### config.mk
export PLATFORM = sky130hd
export DESIGN_NAME = sbs_top
export DESIGN_NICKNAME = d
export VERILOG_FILES = /design/src/sbs_pkg.sv /design/src/sbs_evt_if.sv /design/src/sbs_bus_mon.sv /design/src/sbs_load_chk.sv /design/src/sbs_top.sv
export SDC_FILE = /design/constraint.sdc
export NUM_CORES = 1
export LEC_CHECK = 0
export ABC_CLOCK_PERIOD_IN_PS = 3200
export BUFFER_PORTS_ARGS = -buffer_cell sky130_fd_sc_hd__buf_2
export CAP_MARGIN = 20
export CORE_MARGIN = 2
export CORE_UTILIZATION = 40
export CTS_BUF_LIST = sky130_fd_sc_hd__clkbuf_8
export DETAILED_ROUTE_END_ITERATION = 10
export PLACE_DENSITY_LB_ADDON = 0.2
export RECOVER_POWER = 25
export SETUP_SLACK_MARGIN = 0.4
export SLEW_MARGIN = 20
export SYNTH_ARGS = -nofsm -noshare
export SYNTH_HDL_FRONTEND = slang
export SYNTH_SLANG_ARGS = --single-unit
### constraint.sdc
create_clock -name clk_sys -period 3.2 [get_ports clk_sys]
set_input_delay 0.16 -clock clk_sys [delete_from_list [all_inputs] [get_ports clk_sys]]
set_output_delay 0.16 -clock clk_sys [all_outputs]
set_load 0.005 [all_outputs]
### src/sbs_pkg.sv
// Purpose: shared constants of the serial bus status block
// Assumes: 32-bit register port with byte addresses
// Notes:   status word, interrupt mask and control word
//
// Contract
// slave address read-only at bits 7:1
// master address read-only at bits 15:9
// blank EEPROM sets bit 22 when loading
// bad dword count or end byte sets blank
// read address wrap sets bit 23
// bit 24 set on load end or error
// unexpected NACK on master bus sets bit 25
// misplaced START or STOP sets bit 27
// bad checksum or missing end sets 28
// write to unmapped register sets bit 29
// skip_load_check forces checksum to pass
// error flags write-one-clear, reserved read zero
package sbs_pkg;
    localparam logic [7:0]  ADDR_STATUS   = 8'h00;
    localparam logic [7:0]  ADDR_MASK     = 8'h04;
    localparam logic [7:0]  ADDR_CTL      = 8'h08;
    localparam int          SLV_LSB       = 1;
    localparam int          MST_LSB       = 9;
    localparam int          ADDR_BITS     = 7;
    localparam int          BLANK_BIT     = 22;
    localparam int          ROLL_BIT      = 23;
    localparam int          DONE_BIT      = 24;
    localparam int          NACK_BIT      = 25;
    localparam int          FRAME_BIT     = 27;
    localparam int          CKSUM_BIT     = 28;
    localparam int          UNMAP_BIT     = 29;
    localparam int          SKIP_BIT      = 17;
    localparam logic [31:0] W1C_MASK      = 32'h3AC0_0000;
    localparam logic [31:0] STS_MASK      = 32'h3BC0_0000;
    localparam logic [31:0] RSVD_MASK     = 32'hC43F_0101;
    localparam logic [7:0]  END_LOAD_BYTE = 8'hC0;
    localparam logic [3:0]  ACK_BIT_IDX   = 4'h8;
    localparam logic [1:0]  WARM_DONE     = 2'h3;
endpackage : sbs_pkg

### src/sbs_evt_if.sv
// Purpose: event pulses from the bus monitor and load checker
// Assumes: all signals on clk_sys, one-cycle pulses
// Notes:   sink modport is the status register file
`timescale 1ns/10ps
interface sbs_evt_if;
    logic nack;
    logic frame_err;
    logic blank;
    logic rollover;
    logic done;
    logic cksum;
    logic unmapped;
    modport mon (output nack, output frame_err);
    modport ldr (output blank, output rollover, output done,
                 output cksum, output unmapped);
    modport sink (input nack, input frame_err, input blank,
                  input rollover, input done, input cksum,
                  input unmapped);
endinterface : sbs_evt_if

### src/sbs_bus_mon.sv
// Purpose: watches the master bus lines for NACK and framing faults
// Assumes: scl and sda are pins sampled by clk_sys
// Notes:   pulses leave through the mon modport
`timescale 1ns/10ps
module sbs_bus_mon (
    input  logic       clk_sys,
    input  logic       nrst,
    input  logic       clk_en,
    input  logic       scl_pin,
    input  logic       sda_pin,
    input  logic       nack_ok,
    sbs_evt_if.mon     evt
);
    typedef struct packed {
        logic       scl_m, scl_s, scl_p;
        logic       sda_m, sda_s, sda_p;
        logic       busy;
        logic       seen;
        logic [3:0] bits;
        logic       nack, ferr;
    } sbs_mon_st_t;

    // idle lines read high, so no false edge follows reset
    localparam sbs_mon_st_t IDLE_ST = '{scl_m: 1'b1, scl_s: 1'b1,
        scl_p: 1'b1, sda_m: 1'b1, sda_s: 1'b1, sda_p: 1'b1, default: '0};

    sbs_mon_st_t q, d;
    logic        start_c, stop_c, rise_c, fall_c;

    ////////////////////////////////////////////////////////////////////
    // line conditions and bit position tracking
    always_comb begin
        d         = q;
        d.nack    = 1'b0;
        d.ferr    = 1'b0;
        d.scl_m   = scl_pin;
        d.scl_s   = q.scl_m;
        d.scl_p   = q.scl_s;
        d.sda_m   = sda_pin;
        d.sda_s   = q.sda_m;
        d.sda_p   = q.sda_s;
        start_c   = q.scl_s && q.scl_p && q.sda_p && !q.sda_s;
        stop_c    = q.scl_s && q.scl_p && !q.sda_p && q.sda_s;
        rise_c    = q.scl_s && !q.scl_p;
        fall_c    = !q.scl_s && q.scl_p;
        // a bit counts once its clock has risen and fallen again,
        // so the clock high ahead of a stop is not a data bit
        if (start_c || stop_c) begin
            d.ferr = q.busy && (q.bits != 4'h0);
            d.busy = start_c;
            d.bits = 4'h0;
            d.seen = 1'b0;
        end else if (rise_c && q.busy) begin
            d.seen = 1'b1;
            d.nack = q.sda_s && !nack_ok
                && (q.bits == sbs_pkg::ACK_BIT_IDX);
        end else if (fall_c && q.seen) begin
            d.seen = 1'b0;
            if (q.bits == sbs_pkg::ACK_BIT_IDX) begin
                d.bits = 4'h0;
            end else begin
                d.bits = q.bits + 4'h1;
            end
        end
    end

    always_ff @(posedge clk_sys or negedge nrst) begin
        if (!nrst) begin
            q <= IDLE_ST;
        end else if (clk_en) begin
            q <= d;
        end
    end

    assign evt.nack      = q.nack;
    assign evt.frame_err = q.ferr;

    ////////////////////////////////////////////////////////////////////
    // checks
    property p_nack_cause;
        @(posedge clk_sys) disable iff (!nrst)
        q.nack && $past(clk_en) |-> $past(q.busy && q.sda_s && !nack_ok
            && q.bits == sbs_pkg::ACK_BIT_IDX && q.scl_s && !q.scl_p);
    endproperty
    a_nack_cause: assert property (p_nack_cause)
        else $error("nack flagged without a high ack bit");

    property p_frame_cause;
        @(posedge clk_sys) disable iff (!nrst)
        clk_en && q.busy && q.bits != 4'h0 && (start_c || stop_c)
            |=> q.ferr;
    endproperty
    a_frame_cause: assert property (p_frame_cause)
        else $error("misplaced start or stop not flagged");
endmodule : sbs_bus_mon

### src/sbs_load_chk.sv
// Purpose: turns loader engine reports into status events
// Assumes: loader reports are same-clock one-cycle pulses
// Notes:   every error also ends the load
`timescale 1ns/10ps
module sbs_load_chk (
    input  logic       clk_sys,
    input  logic       nrst,
    input  logic       clk_en,
    input  logic       load_en,
    input  logic       skip_check,
    input  logic       blank_det,
    input  logic       count_bad,
    input  logic       end_vld,
    input  logic [7:0] end_byte,
    input  logic       addr_wrap,
    input  logic       sum_bad,
    input  logic       end_missing,
    input  logic       unmapped_wr,
    input  logic       finish,
    sbs_evt_if.ldr     evt
);
    typedef struct packed {
        logic blank, roll, done, cksum, unmap;
    } sbs_ldr_st_t;

    sbs_ldr_st_t q, d;

    ////////////////////////////////////////////////////////////////////
    // event qualification, only while loading is enabled
    always_comb begin
        d = '0;
        if (load_en) begin
            d.blank = blank_det || count_bad
                || (end_vld && end_byte != sbs_pkg::END_LOAD_BYTE);
            d.roll  = addr_wrap;
            d.cksum = (sum_bad && !skip_check) || end_missing;
            d.unmap = unmapped_wr;
            d.done  = finish || d.blank || d.roll
                || d.cksum || d.unmap;
        end
    end

    always_ff @(posedge clk_sys or negedge nrst) begin
        if (!nrst) begin
            q <= '0;
        end else if (clk_en) begin
            q <= d;
        end
    end

    assign evt.blank    = q.blank;
    assign evt.rollover = q.roll;
    assign evt.done     = q.done;
    assign evt.cksum    = q.cksum;
    assign evt.unmapped = q.unmap;

    ////////////////////////////////////////////////////////////////////
    // checks
    property p_end_byte;
        @(posedge clk_sys) disable iff (!nrst)
        clk_en && load_en && end_vld
            && end_byte != sbs_pkg::END_LOAD_BYTE |=> q.blank && q.done;
    endproperty
    a_end_byte: assert property (p_end_byte)
        else $error("bad end byte not flagged as blank");

    property p_skip;
        @(posedge clk_sys) disable iff (!nrst)
        clk_en && skip_check && !end_missing |=> !q.cksum;
    endproperty
    a_skip: assert property (p_skip)
        else $error("checksum flagged while checks skipped");
endmodule : sbs_load_chk

### src/sbs_top.sv
// Purpose: serial bus status word, interrupt mask and control
// Assumes: register strobes on clk_sys, straps and bus lines are pins
// Notes:   read data appear only in the cycle after the read strobe
`timescale 1ns/10ps
module sbs_top #(
    parameter int ADDR_W = 8
) (
    input  logic              clk_sys,
    input  logic              nrst,
    input  logic              clk_en,
    input  logic [ADDR_W-1:0] reg_addr,
    input  logic [31:0]       reg_wdata,
    input  logic              reg_wr,
    input  logic              reg_rd,
    output logic [31:0]       reg_rdata,
    output logic              irq,
    input  logic [6:0]        slv_addr_strap,
    input  logic [6:0]        mst_addr_strap,
    input  logic              load_mode_strap,
    output logic              load_enable,
    output logic              skip_load_check,
    input  logic              mst_scl,
    input  logic              mst_sda,
    input  logic              nack_ok,
    input  logic              ld_blank,
    input  logic              ld_count_bad,
    input  logic              ld_end_vld,
    input  logic [7:0]        ld_end_byte,
    input  logic              ld_wrap,
    input  logic              ld_sum_bad,
    input  logic              ld_end_missing,
    input  logic              ld_unmapped,
    input  logic              ld_finish
);
    if (ADDR_W < 4 || ADDR_W > 16) begin : g_addr_chk
        $error("ADDR_W must lie between 4 and 16");
    end

    typedef struct packed {
        logic [6:0]  sa_m, sa_s, ma_m, ma_s;
        logic        mode_m, mode_s;
        logic [1:0]  warm;
        logic [6:0]  slv, mst;
        logic        load_mode;
        logic [31:0] sts, mask;
        logic        skip;
        logic [31:0] rdata;
        logic        irq;
    } sbs_top_st_t;

    sbs_top_st_t q, d;
    sbs_evt_if   evt ();
    logic [31:0] ev_c;
    logic [31:0] clr_c;

    ////////////////////////////////////////////////////////////////////
    // helpers
    function automatic logic hit(input logic [ADDR_W-1:0] a,
                                 input logic [7:0]        off);
        return a == ADDR_W'(off);
    endfunction : hit

    function automatic logic [31:0] status_word(input sbs_top_st_t s);
        logic [31:0] w;
        w = s.sts & sbs_pkg::STS_MASK;
        w[sbs_pkg::SLV_LSB +: sbs_pkg::ADDR_BITS] = s.slv;
        w[sbs_pkg::MST_LSB +: sbs_pkg::ADDR_BITS] = s.mst;
        return w;
    endfunction : status_word

    ////////////////////////////////////////////////////////////////////
    // event sources
    sbs_bus_mon u_mon (
        .clk_sys (clk_sys),
        .nrst    (nrst),
        .clk_en  (clk_en),
        .scl_pin (mst_scl),
        .sda_pin (mst_sda),
        .nack_ok (nack_ok),
        .evt     (evt.mon)
    );

    sbs_load_chk u_ldr (
        .clk_sys     (clk_sys),
        .nrst        (nrst),
        .clk_en      (clk_en),
        .load_en     (q.load_mode),
        .skip_check  (q.skip),
        .blank_det   (ld_blank),
        .count_bad   (ld_count_bad),
        .end_vld     (ld_end_vld),
        .end_byte    (ld_end_byte),
        .addr_wrap   (ld_wrap),
        .sum_bad     (ld_sum_bad),
        .end_missing (ld_end_missing),
        .unmapped_wr (ld_unmapped),
        .finish      (ld_finish),
        .evt         (evt.ldr)
    );

    ////////////////////////////////////////////////////////////////////
    // event vector in status layout
    always_comb begin
        ev_c                      = '0;
        ev_c[sbs_pkg::BLANK_BIT]  = evt.blank;
        ev_c[sbs_pkg::ROLL_BIT]   = evt.rollover;
        ev_c[sbs_pkg::DONE_BIT]   = evt.done;
        ev_c[sbs_pkg::NACK_BIT]   = evt.nack;
        ev_c[sbs_pkg::FRAME_BIT]  = evt.frame_err;
        ev_c[sbs_pkg::CKSUM_BIT]  = evt.cksum;
        ev_c[sbs_pkg::UNMAP_BIT]  = evt.unmapped;
        clr_c = '0;
        if (reg_wr && hit(reg_addr, sbs_pkg::ADDR_STATUS)) begin
            clr_c = reg_wdata & sbs_pkg::W1C_MASK;
        end
    end

    ////////////////////////////////////////////////////////////////////
    // next state: straps, flags, registers, read data, interrupt
    always_comb begin
        d        = q;
        d.sa_m   = slv_addr_strap;
        d.sa_s   = q.sa_m;
        d.ma_m   = mst_addr_strap;
        d.ma_s   = q.ma_m;
        d.mode_m = load_mode_strap;
        d.mode_s = q.mode_m;
        // straps caught once the synchronisers have filled
        if (q.warm != sbs_pkg::WARM_DONE) begin
            d.warm = q.warm + 2'h1;
            if (d.warm == sbs_pkg::WARM_DONE) begin
                d.slv       = q.sa_s;
                d.mst       = q.ma_s;
                d.load_mode = q.mode_s;
            end
        end
        // set beats clear; done bit is cleared only by reset
        d.sts = ((q.sts & ~clr_c) | ev_c) & sbs_pkg::STS_MASK;
        if (reg_wr && hit(reg_addr, sbs_pkg::ADDR_MASK)) begin
            d.mask = reg_wdata & sbs_pkg::W1C_MASK;
        end
        if (reg_wr && hit(reg_addr, sbs_pkg::ADDR_CTL)) begin
            d.skip = reg_wdata[sbs_pkg::SKIP_BIT];
        end
        d.rdata = '0;
        if (reg_rd) begin
            if (hit(reg_addr, sbs_pkg::ADDR_STATUS)) begin
                d.rdata = status_word(q);
            end else if (hit(reg_addr, sbs_pkg::ADDR_MASK)) begin
                d.rdata = q.mask;
            end else if (hit(reg_addr, sbs_pkg::ADDR_CTL)) begin
                d.rdata[sbs_pkg::SKIP_BIT] = q.skip;
            end
        end
        d.irq = |(d.sts & d.mask & sbs_pkg::W1C_MASK);
    end

    always_ff @(posedge clk_sys or negedge nrst) begin
        if (!nrst) begin
            q <= '0;
        end else if (clk_en) begin
            q <= d;
        end
    end

    assign reg_rdata       = q.rdata;
    assign irq             = q.irq;
    assign load_enable     = q.load_mode;
    assign skip_load_check = q.skip;

    ////////////////////////////////////////////////////////////////////
    // checks
    property p_slv_read;
        @(posedge clk_sys) disable iff (!nrst)
        clk_en && reg_rd && hit(reg_addr, sbs_pkg::ADDR_STATUS)
            |=> reg_rdata[7:1] == $past(q.slv);
    endproperty
    a_slv_read: assert property (p_slv_read)
        else $error("status read lost the slave address");

    property p_mst_fixed;
        @(posedge clk_sys) disable iff (!nrst)
        q.warm == sbs_pkg::WARM_DONE |=> $stable(q.mst) && $stable(q.slv);
    endproperty
    a_mst_fixed: assert property (p_mst_fixed)
        else $error("bus address changed after capture");

    property p_blank_set;
        @(posedge clk_sys) disable iff (!nrst)
        clk_en && evt.blank |=> q.sts[22];
    endproperty
    a_blank_set: assert property (p_blank_set)
        else $error("blank event did not set its flag");

    property p_roll_set;
        @(posedge clk_sys) disable iff (!nrst)
        clk_en && evt.rollover |=> q.sts[23] ##0 q.sts[24][*1];
    endproperty
    a_roll_set: assert property (p_roll_set)
        else $error("rollover did not set flag and done");

    property p_done_hold;
        @(posedge clk_sys) disable iff (!nrst)
        q.sts[24] |=> q.sts[24][*3];
    endproperty
    a_done_hold: assert property (p_done_hold)
        else $error("load complete flag fell");

    property p_nack_set;
        @(posedge clk_sys) disable iff (!nrst)
        clk_en && evt.nack && reg_wr |=> q.sts[25];
    endproperty
    a_nack_set: assert property (p_nack_set)
        else $error("nack lost against a clear");

    property p_frame_set;
        @(posedge clk_sys) disable iff (!nrst)
        clk_en && evt.frame_err |=> q.sts[27] ##1 (q.sts[27] || $past(reg_wr));
    endproperty
    a_frame_set: assert property (p_frame_set)
        else $error("framing flag not held");

    property p_cksum_set;
        @(posedge clk_sys) disable iff (!nrst)
        clk_en && evt.cksum |=> q.sts[28] && q.sts[24];
    endproperty
    a_cksum_set: assert property (p_cksum_set)
        else $error("checksum error not flagged");

    property p_unmap_set;
        @(posedge clk_sys) disable iff (!nrst)
        clk_en && q.load_mode && ld_unmapped |=> ##1 q.sts[29];
    endproperty
    a_unmap_set: assert property (p_unmap_set)
        else $error("unmapped write not flagged");

    property p_w1c;
        @(posedge clk_sys) disable iff (!nrst)
        clk_en && hit(reg_addr, sbs_pkg::ADDR_STATUS) && reg_wr
            && !evt.nack |=> q.sts[25] == ($past(q.sts[25])
            && !$past(reg_wdata[25]));
    endproperty
    a_w1c: assert property (p_w1c)
        else $error("write one clear misbehaved");

    property p_rsvd;
        @(posedge clk_sys) disable iff (!nrst)
        (reg_rdata & sbs_pkg::RSVD_MASK) == 32'h0000_0000 || !$past(reg_rd)
            || !$past(hit(reg_addr, sbs_pkg::ADDR_STATUS));
    endproperty
    a_rsvd: assert property (p_rsvd)
        else $error("reserved status bit read non-zero");

    property p_irq;
        @(posedge clk_sys) disable iff (!nrst)
        $past(clk_en) |-> irq == |(q.sts & q.mask);
    endproperty
    a_irq: assert property (p_irq)
        else $error("interrupt disagrees with masked status");
endmodule : sbs_top

; ---- After elaboration in Yosys (flattened, before gate mapping)
; Cells that the tools add are included.
[word_totals]
reg_bits = 139
in_bits = 79
output_inout_bits = 35
elab_cells = 103
[op_classes]
addsub = 2
eq_ne = 7
n_mux = 17
n_bitwise = 4
n_reduce_logical = 42
[op_table]
columns = op, n
row1 = $mux 32, 3
row2 = $and 30x30->30, 2
row3 = $mux 30, 1
row4 = $not 30->30, 1
row5 = $or 30x30->30, 1
row6 = $logic_and 1x1->1, 17
row7 = $mux 17, 1
row8 = $mux 5, 3
row9 = $mux 14, 1
row10 = $eq 8x3->1 const B, 1
row11 = $eq 8x4->1 const B, 1
row12 = $logic_not 8->1, 1
row13 = $logic_or 1x1->1, 8
row14 = $mux 4, 2
row15 = $ne 8x8->1 const B, 1
row16 = $reduce_and 2->1, 4
row17 = $logic_not 1->1, 6
row18 = $mux 1, 6
row19 = $reduce_and 3->1, 2
row20 = $reduce_or 6->1, 1
row21 = $add 4x1->4 const B, 1
row22 = $eq 4x4->1 const B, 1
row23 = $reduce_bool 4->1, 1
row24 = $reduce_bool 3->1, 1
row25 = 5 further kinds, 5

; ---- Depth between registers and ports, before layout
[depth]
word_depth = 8
depth_mapped = 6
depth_no_buf = 6

; ---- Modules after synthesis
; Synthesis repeated with hierarchy kept, for this count alone.
[unflattened]
hier_cells = 406
hier_area_um2 = 4815.9
[modules_own_cells]
columns = module, n_inst, cells_per_inst, area_each_um2, seq_area_each_um2
row1 = sbs_top, 1, 318, 3852.4, 2127.0
row2 = sbs_bus_mon, 1, 60, 706.9, 357.8
row3 = sbs_load_chk, 1, 28, 256.5, 125.1

; ---- Worst setup path before layout
; Ideal clock, no wire load.
[synth_path]
path_kind = reg2reg
startpoint = register q[113] (netlist bit)
endpoint = register q (netlist bit load_enable)
setup_ns = 0.125
arrival_ns = 1.497
required_time_ns = 3.075
setup_slack_ns = 1.579
path_stages_with_launch = 6
path_buffers = 1
synth_period_minus_slack_ns = 1.621
cell_sequence = dfrtp_1 > inv_1 > ha_1 > nand3b_1 > clkbuf_1 > mux2_2
[synth_between]
elab_chain_cells = 3
elab_cells_between_ends = 4
classes_between = add/sub: 1 / eq/ne: 2 / reduce/logical: 1
[synth_lines]
columns = element, line
row1 = start: declaration, sbs_top.sv:51  ; sbs_top_st_t q, d;
row2 = start signal: assignment, sbs_top.sv:160  ; q <= '0;
row3 = start signal: assignment, sbs_top.sv:162  ; q <= d;
row4 = $add 2x1->2, sbs_top.sv:130  ; d.warm = q.warm + 2'h1;
row5 = $eq 2x2->1, sbs_top.sv:131  ; if (d.warm == sbs_pkg::WARM_DONE) begin
row6 = $reduce_and 3->1 (no source line) *, -
; Mark *: on every way between the ends. The rest lies on a longest branch, timed or not.
; A chain may end at the register's enable or synchronous reset.

; ---- Worst setup path after layout
[layout_path]
startpoint = input port reg_addr[1]
endpoint = register q (netlist bit reg_rdata[2])
[layout_between]
elab_chain_cells = 4
elab_cells_between_ends = 5
classes_between = eq/ne: 1 / mux: 3 / reduce/logical: 1
[layout_lines]
columns = element, line
row1 = start: declaration, sbs_top.sv:11  ; input logic [ADDR_W-1:0] reg_addr,
row2 = $eq 8x3->1, sbs_top.sv:60  ; return a == ADDR_W'(off);
row3 = $mux 17, sbs_top.sv:149  ; end else if (hit(reg_addr, sbs_pkg::ADDR_MASK)) begin
row4 = $mux 32 *, sbs_top.sv:147  ; if (hit(reg_addr, sbs_pkg::ADDR_STATUS)) begin
row5 = $mux 32 *, sbs_top.sv:146  ; if (reg_rd) begin
; Marks and branches as above.

==> results.sh <==
export IMPL_final_nets=542
export IMPL_die_w_microns=112
export IMPL_p_total_mw=2.97
export IMPL_worstPathRequired_ps=3470
export IMPL_clock_latency_ps=370
export IMPL_ant_nets=0
export IMPL_place_gp_congestion=0.751
export IMPL_ys_dominant_reg_cell="dfrtp_1"
export IMPL_crit_path_start="reg_addr[1]"
export IMPL_num_vias=3069
export IMPL_grt_max_degree=59
export IMPL_drt_pre_antenna_iters=4
export IMPL_synth_cells=399
export IMPL_fmax_mhz=444
export IMPL_cts_setup_buffers=0
export IMPL_finalClockSkew_ps=14.7
export IMPL_setup_slack_ps=948
export IMPL_cap_violations=0
export IMPL_finalSetupTns_ps=0
export IMPL_rows=39
export IMPL_cts_tree="yes"
export IMPL_crit_path_max_incr_delay_ps=740
export IMPL_antenna_found_initial=0
export IMPL_dpl_cell_area_sq_um=5010
export IMPL_core_area_sq_um=11400
export IMPL_cp_end_kind="flip-flop"
export IMPL_cts_buffer_depth=2
export IMPL_postSynth_asyncResetShare_pct=100
export IMPL_grt_pass1_vias=3205
export IMPL_vias_per_cell=5.06
export IMPL_critPathTopFamily="simple AND/OR/NAND/NOR gates"
export IMPL_yosysUniqueCellTypes=45
export IMPL_synth_edff_count=0
export IMPL_cts_sinks=104
export IMPL_grt_use_total_pct=14.4
export IMPL_route_detailed_drc=0
export IMPL_dpl_cell_count=583
export IMPL_ys_seq_area_share_pct=55.7
export IMPL_startpoint_type="input pin"
export IMPL_slew_headroom_pct=19.4
export IMPL_cts_root_buf="clkbuf_8"
export IMPL_h_tree_depth=3
export IMPL_timing_final_crit_share_pct=70.4
export IMPL_clk_pin_slew_ps=90
export IMPL_irDropWorstVdd_v=0.000352
export IMPL_ff2ff_setup_slack_ps=1280
export IMPL_drive_gt1_share_pct=35.2
export IMPL_fill_cells=1082
export IMPL_drt_total_wl_microns=8580
export IMPL_crit_type="in2reg"
export IMPL_syn2layout_area_growth_pct=12.0
export IMPL_finalNonFillerCells=606
export IMPL_grt_pass1_wl_microns=14700
export IMPL_syn_cell_area_sq_um=4690
export IMPL_powerDensity_nw_per_um2=566
export IMPL_worst_pin_slew_ps=1210
export IMPL_r2r_start="q[113]$_DFFE_PN0P_"
export IMPL_die_h_microns=112
export IMPL_status="completed"
export IMPL_crit_fanout=14
export IMPL_dieArea_sq_um=12600
export IMPL_rr_endpoint="q[105]$_DFFE_PN0P_"
export IMPL_place_hpwl_microns=5820
export IMPL_min_from="slv_addr_strap[2]"
export IMPL_hold_class="in2reg"
export IMPL_yosysWarnings=0
export IMPL_synth_area_per_cell_sq_um=11.7
export IMPL_cp_slowest_cell="nor4_1"
export IMPL_wire_per_inst_microns=14.2
export IMPL_leakagePower_nw=2.42
export IMPL_drv_slew=0
export IMPL_finalSetupViolations=0
export IMPL_arrival_ps=2530
export IMPL_grt_overflow=0
export IMPL_io_pins=114
export IMPL_final_hold_violation_count=0
export IMPL_numCtsBuffers=9
export IMPL_ys_ff_latch=104
export IMPL_post_route_cell_area_sq_um=5250
export IMPL_hold_path_depth=2
export IMPL_rsz0062_at_grt="no"
export IMPL_min_period_ps=2250
export IMPL_antenna_cells=0
export IMPL_io_buffers=78
export IMPL_first_iter_violations=181
export IMPL_rr_worst_depth=3
export IMPL_path_buf_inv=1
export IMPL_place_ws_ps=953
export IMPL_crit_chain="buf_2 -> nor4_1 -> nand4_1 -> nor2_2 -> nand2_1 -> o21ai_0"
export IMPL_min_to="d[133]$_DFFE_PN0P_"
export IMPL_start_util_pct=41.1
## what timing repair did
item / CTS / global route
resized for setup: 0 / 0
hold buffers: 8 / 0
endpoints found under the hold margin: 53 / 0
## cell families after synthesis
kind of cell    share of synthesized area, %
compound gates                          8.51
xor+xnor                               0.374
simple gates                            8.11
flops                                   55.7
buf+inv                                 9.47
fa+ha+maj                               1.07
mux                                     16.7
other cells                           0.0800
## flip-flops by register name, indices dropped and copies added (netlist names)
register,cells
d,15
irq,1
load_enable,1
q,45
reg_rdata,22
skip_load_check,1
u_ldr.evt.blank,1
u_ldr.evt.cksum,1
u_ldr.evt.done,1
u_ldr.evt.rollover,1
u_ldr.evt.unmapped,1
u_mon.d,4
u_mon.evt.frame_err,1
u_mon.evt.nack,1
u_mon.q,8
## metal layers
metal / track usage [%] / vias to the layer above / share of wire, %
met2: 24.7 / 85 / 48
met1: 17.6 / 1516 / 44
li1: - / 1459 / -
met5: 0 / - / 0
met3: 3.83 / 9 / 6.4
met4: 5.28 / 0 / 1.1
## worst reg2reg max path: stages (launching register included)
cell	delay, ps
dfrtp_1	420
ha_1	210
nand3b_1	660
mux2_2	520
## metrics by stage
step / hold WS (ps) / util (%)
4_1_cts: 1.15 / 46.2
2_1_floorplan: -136 / -
3_3_place_gp: 217 / 43.9
6_report: 23.0 / 46.0
3_5_place_dp: 220 / 43.9
5_1_grt: 6.16 / 46.0
## cell type report
| class | count | area [sq um] | area share [%] |
|---|---|---|---|
| Tap cell | 143 | 179 | 3.41 |
| Multi-Input combinational cell | 221 | 1650 | 31.5 |
| Inverter | 34 | 128 | 2.43 |
| Clock buffer | 11 | 151 | 2.88 |
| Clock inverter | 4 | 27.5 | 0.524 |
| Timing Repair Buffer | 89 | 504 | 9.60 |
| Sequential cell | 104 | 2610 | 49.7 |
## placed cells by master, fill, tap and decap left out, types with 2 or more instances in the layout
cell type,n
nor3_1,2
nor2_1,8
o21ai_0,29
nand3_1,12
nor2b_1,3
buf_2,76
ha_1,4
conb_1,10
o221ai_1,2
and3_1,3
inv_1,34
nor4_1,2
a31o_2,3
dfrtp_1,98
nand2_1,23
buf_4,2
mux2i_1,13
mux2_2,58
nand2b_1,2
clkinv_2,2
clkbuf_8,11
nor3b_1,2
a22o_1,6
nand4_1,6
dlygate4sd3_1,8
nand4b_1,2
o22ai_1,11
dfstp_2,6
a21oi_1,3
o31ai_1,2
## where the power goes
part | total, mW | internal (mW) | leakage [nW] | switching, mW
combinational | 0.511 | 0.287 | 1.05 | 0.224
sequential | 1.70 | 1.55 | 1.27 | 0.153
clock | 0.760 | 0.323 | 0.0956 | 0.437
## worst max path at each step
stage	end	slack [ps]	depth (start not counted)
2_1_floorplan	load_enable$_DFFE_PN0P_	1580	5
3_3_place_gp	reg_rdata[5]$_DFFE_PN0P_	950	6
3_5_place_dp	reg_rdata[5]$_DFFE_PN0P_	950	6
4_1_cts	q[108]$_DFFE_PN0P_	1230	3
5_1_grt	reg_rdata[15]$_DFFE_PN0P_	650	6
6_report	reg_rdata[2]$_DFFE_PN0P_	950	6
## synth_stat cells (2+ instances only)
| master | count | area [sq um] |
|---|---|---|
| a21oi_1 | 3 | 15.0 |
| a22o_1 | 6 | 52.6 |
| a31o_2 | 3 | 26.3 |
| and3_1 | 3 | 18.8 |
| buf_1 | 3 | 11.3 |
| buf_4 | 35 | 263 |
| clkbuf_1 | 10 | 37.5 |
| dfrtp_1 | 98 | 2450 |
| dfstp_2 | 6 | 158 |
| ha_1 | 4 | 50.1 |
| inv_1 | 34 | 128 |
| mux2_2 | 58 | 653 |
| mux2i_1 | 13 | 130 |
| nand2_1 | 23 | 86.3 |
| nand2b_1 | 2 | 12.5 |
| nand3_1 | 12 | 60.1 |
| nand4_1 | 6 | 37.5 |
| nand4b_1 | 2 | 17.5 |
| nor2_1 | 8 | 30.0 |
| nor2b_1 | 3 | 18.8 |
| nor3_1 | 2 | 10.0 |
| nor3b_1 | 2 | 15.0 |
| o21ai_0 | 29 | 145 |
| o221ai_1 | 2 | 17.5 |
| o22ai_1 | 11 | 68.8 |
| o31ai_1 | 2 | 15.0 |
No activity file was read; power rests on OpenSTA's default activity.
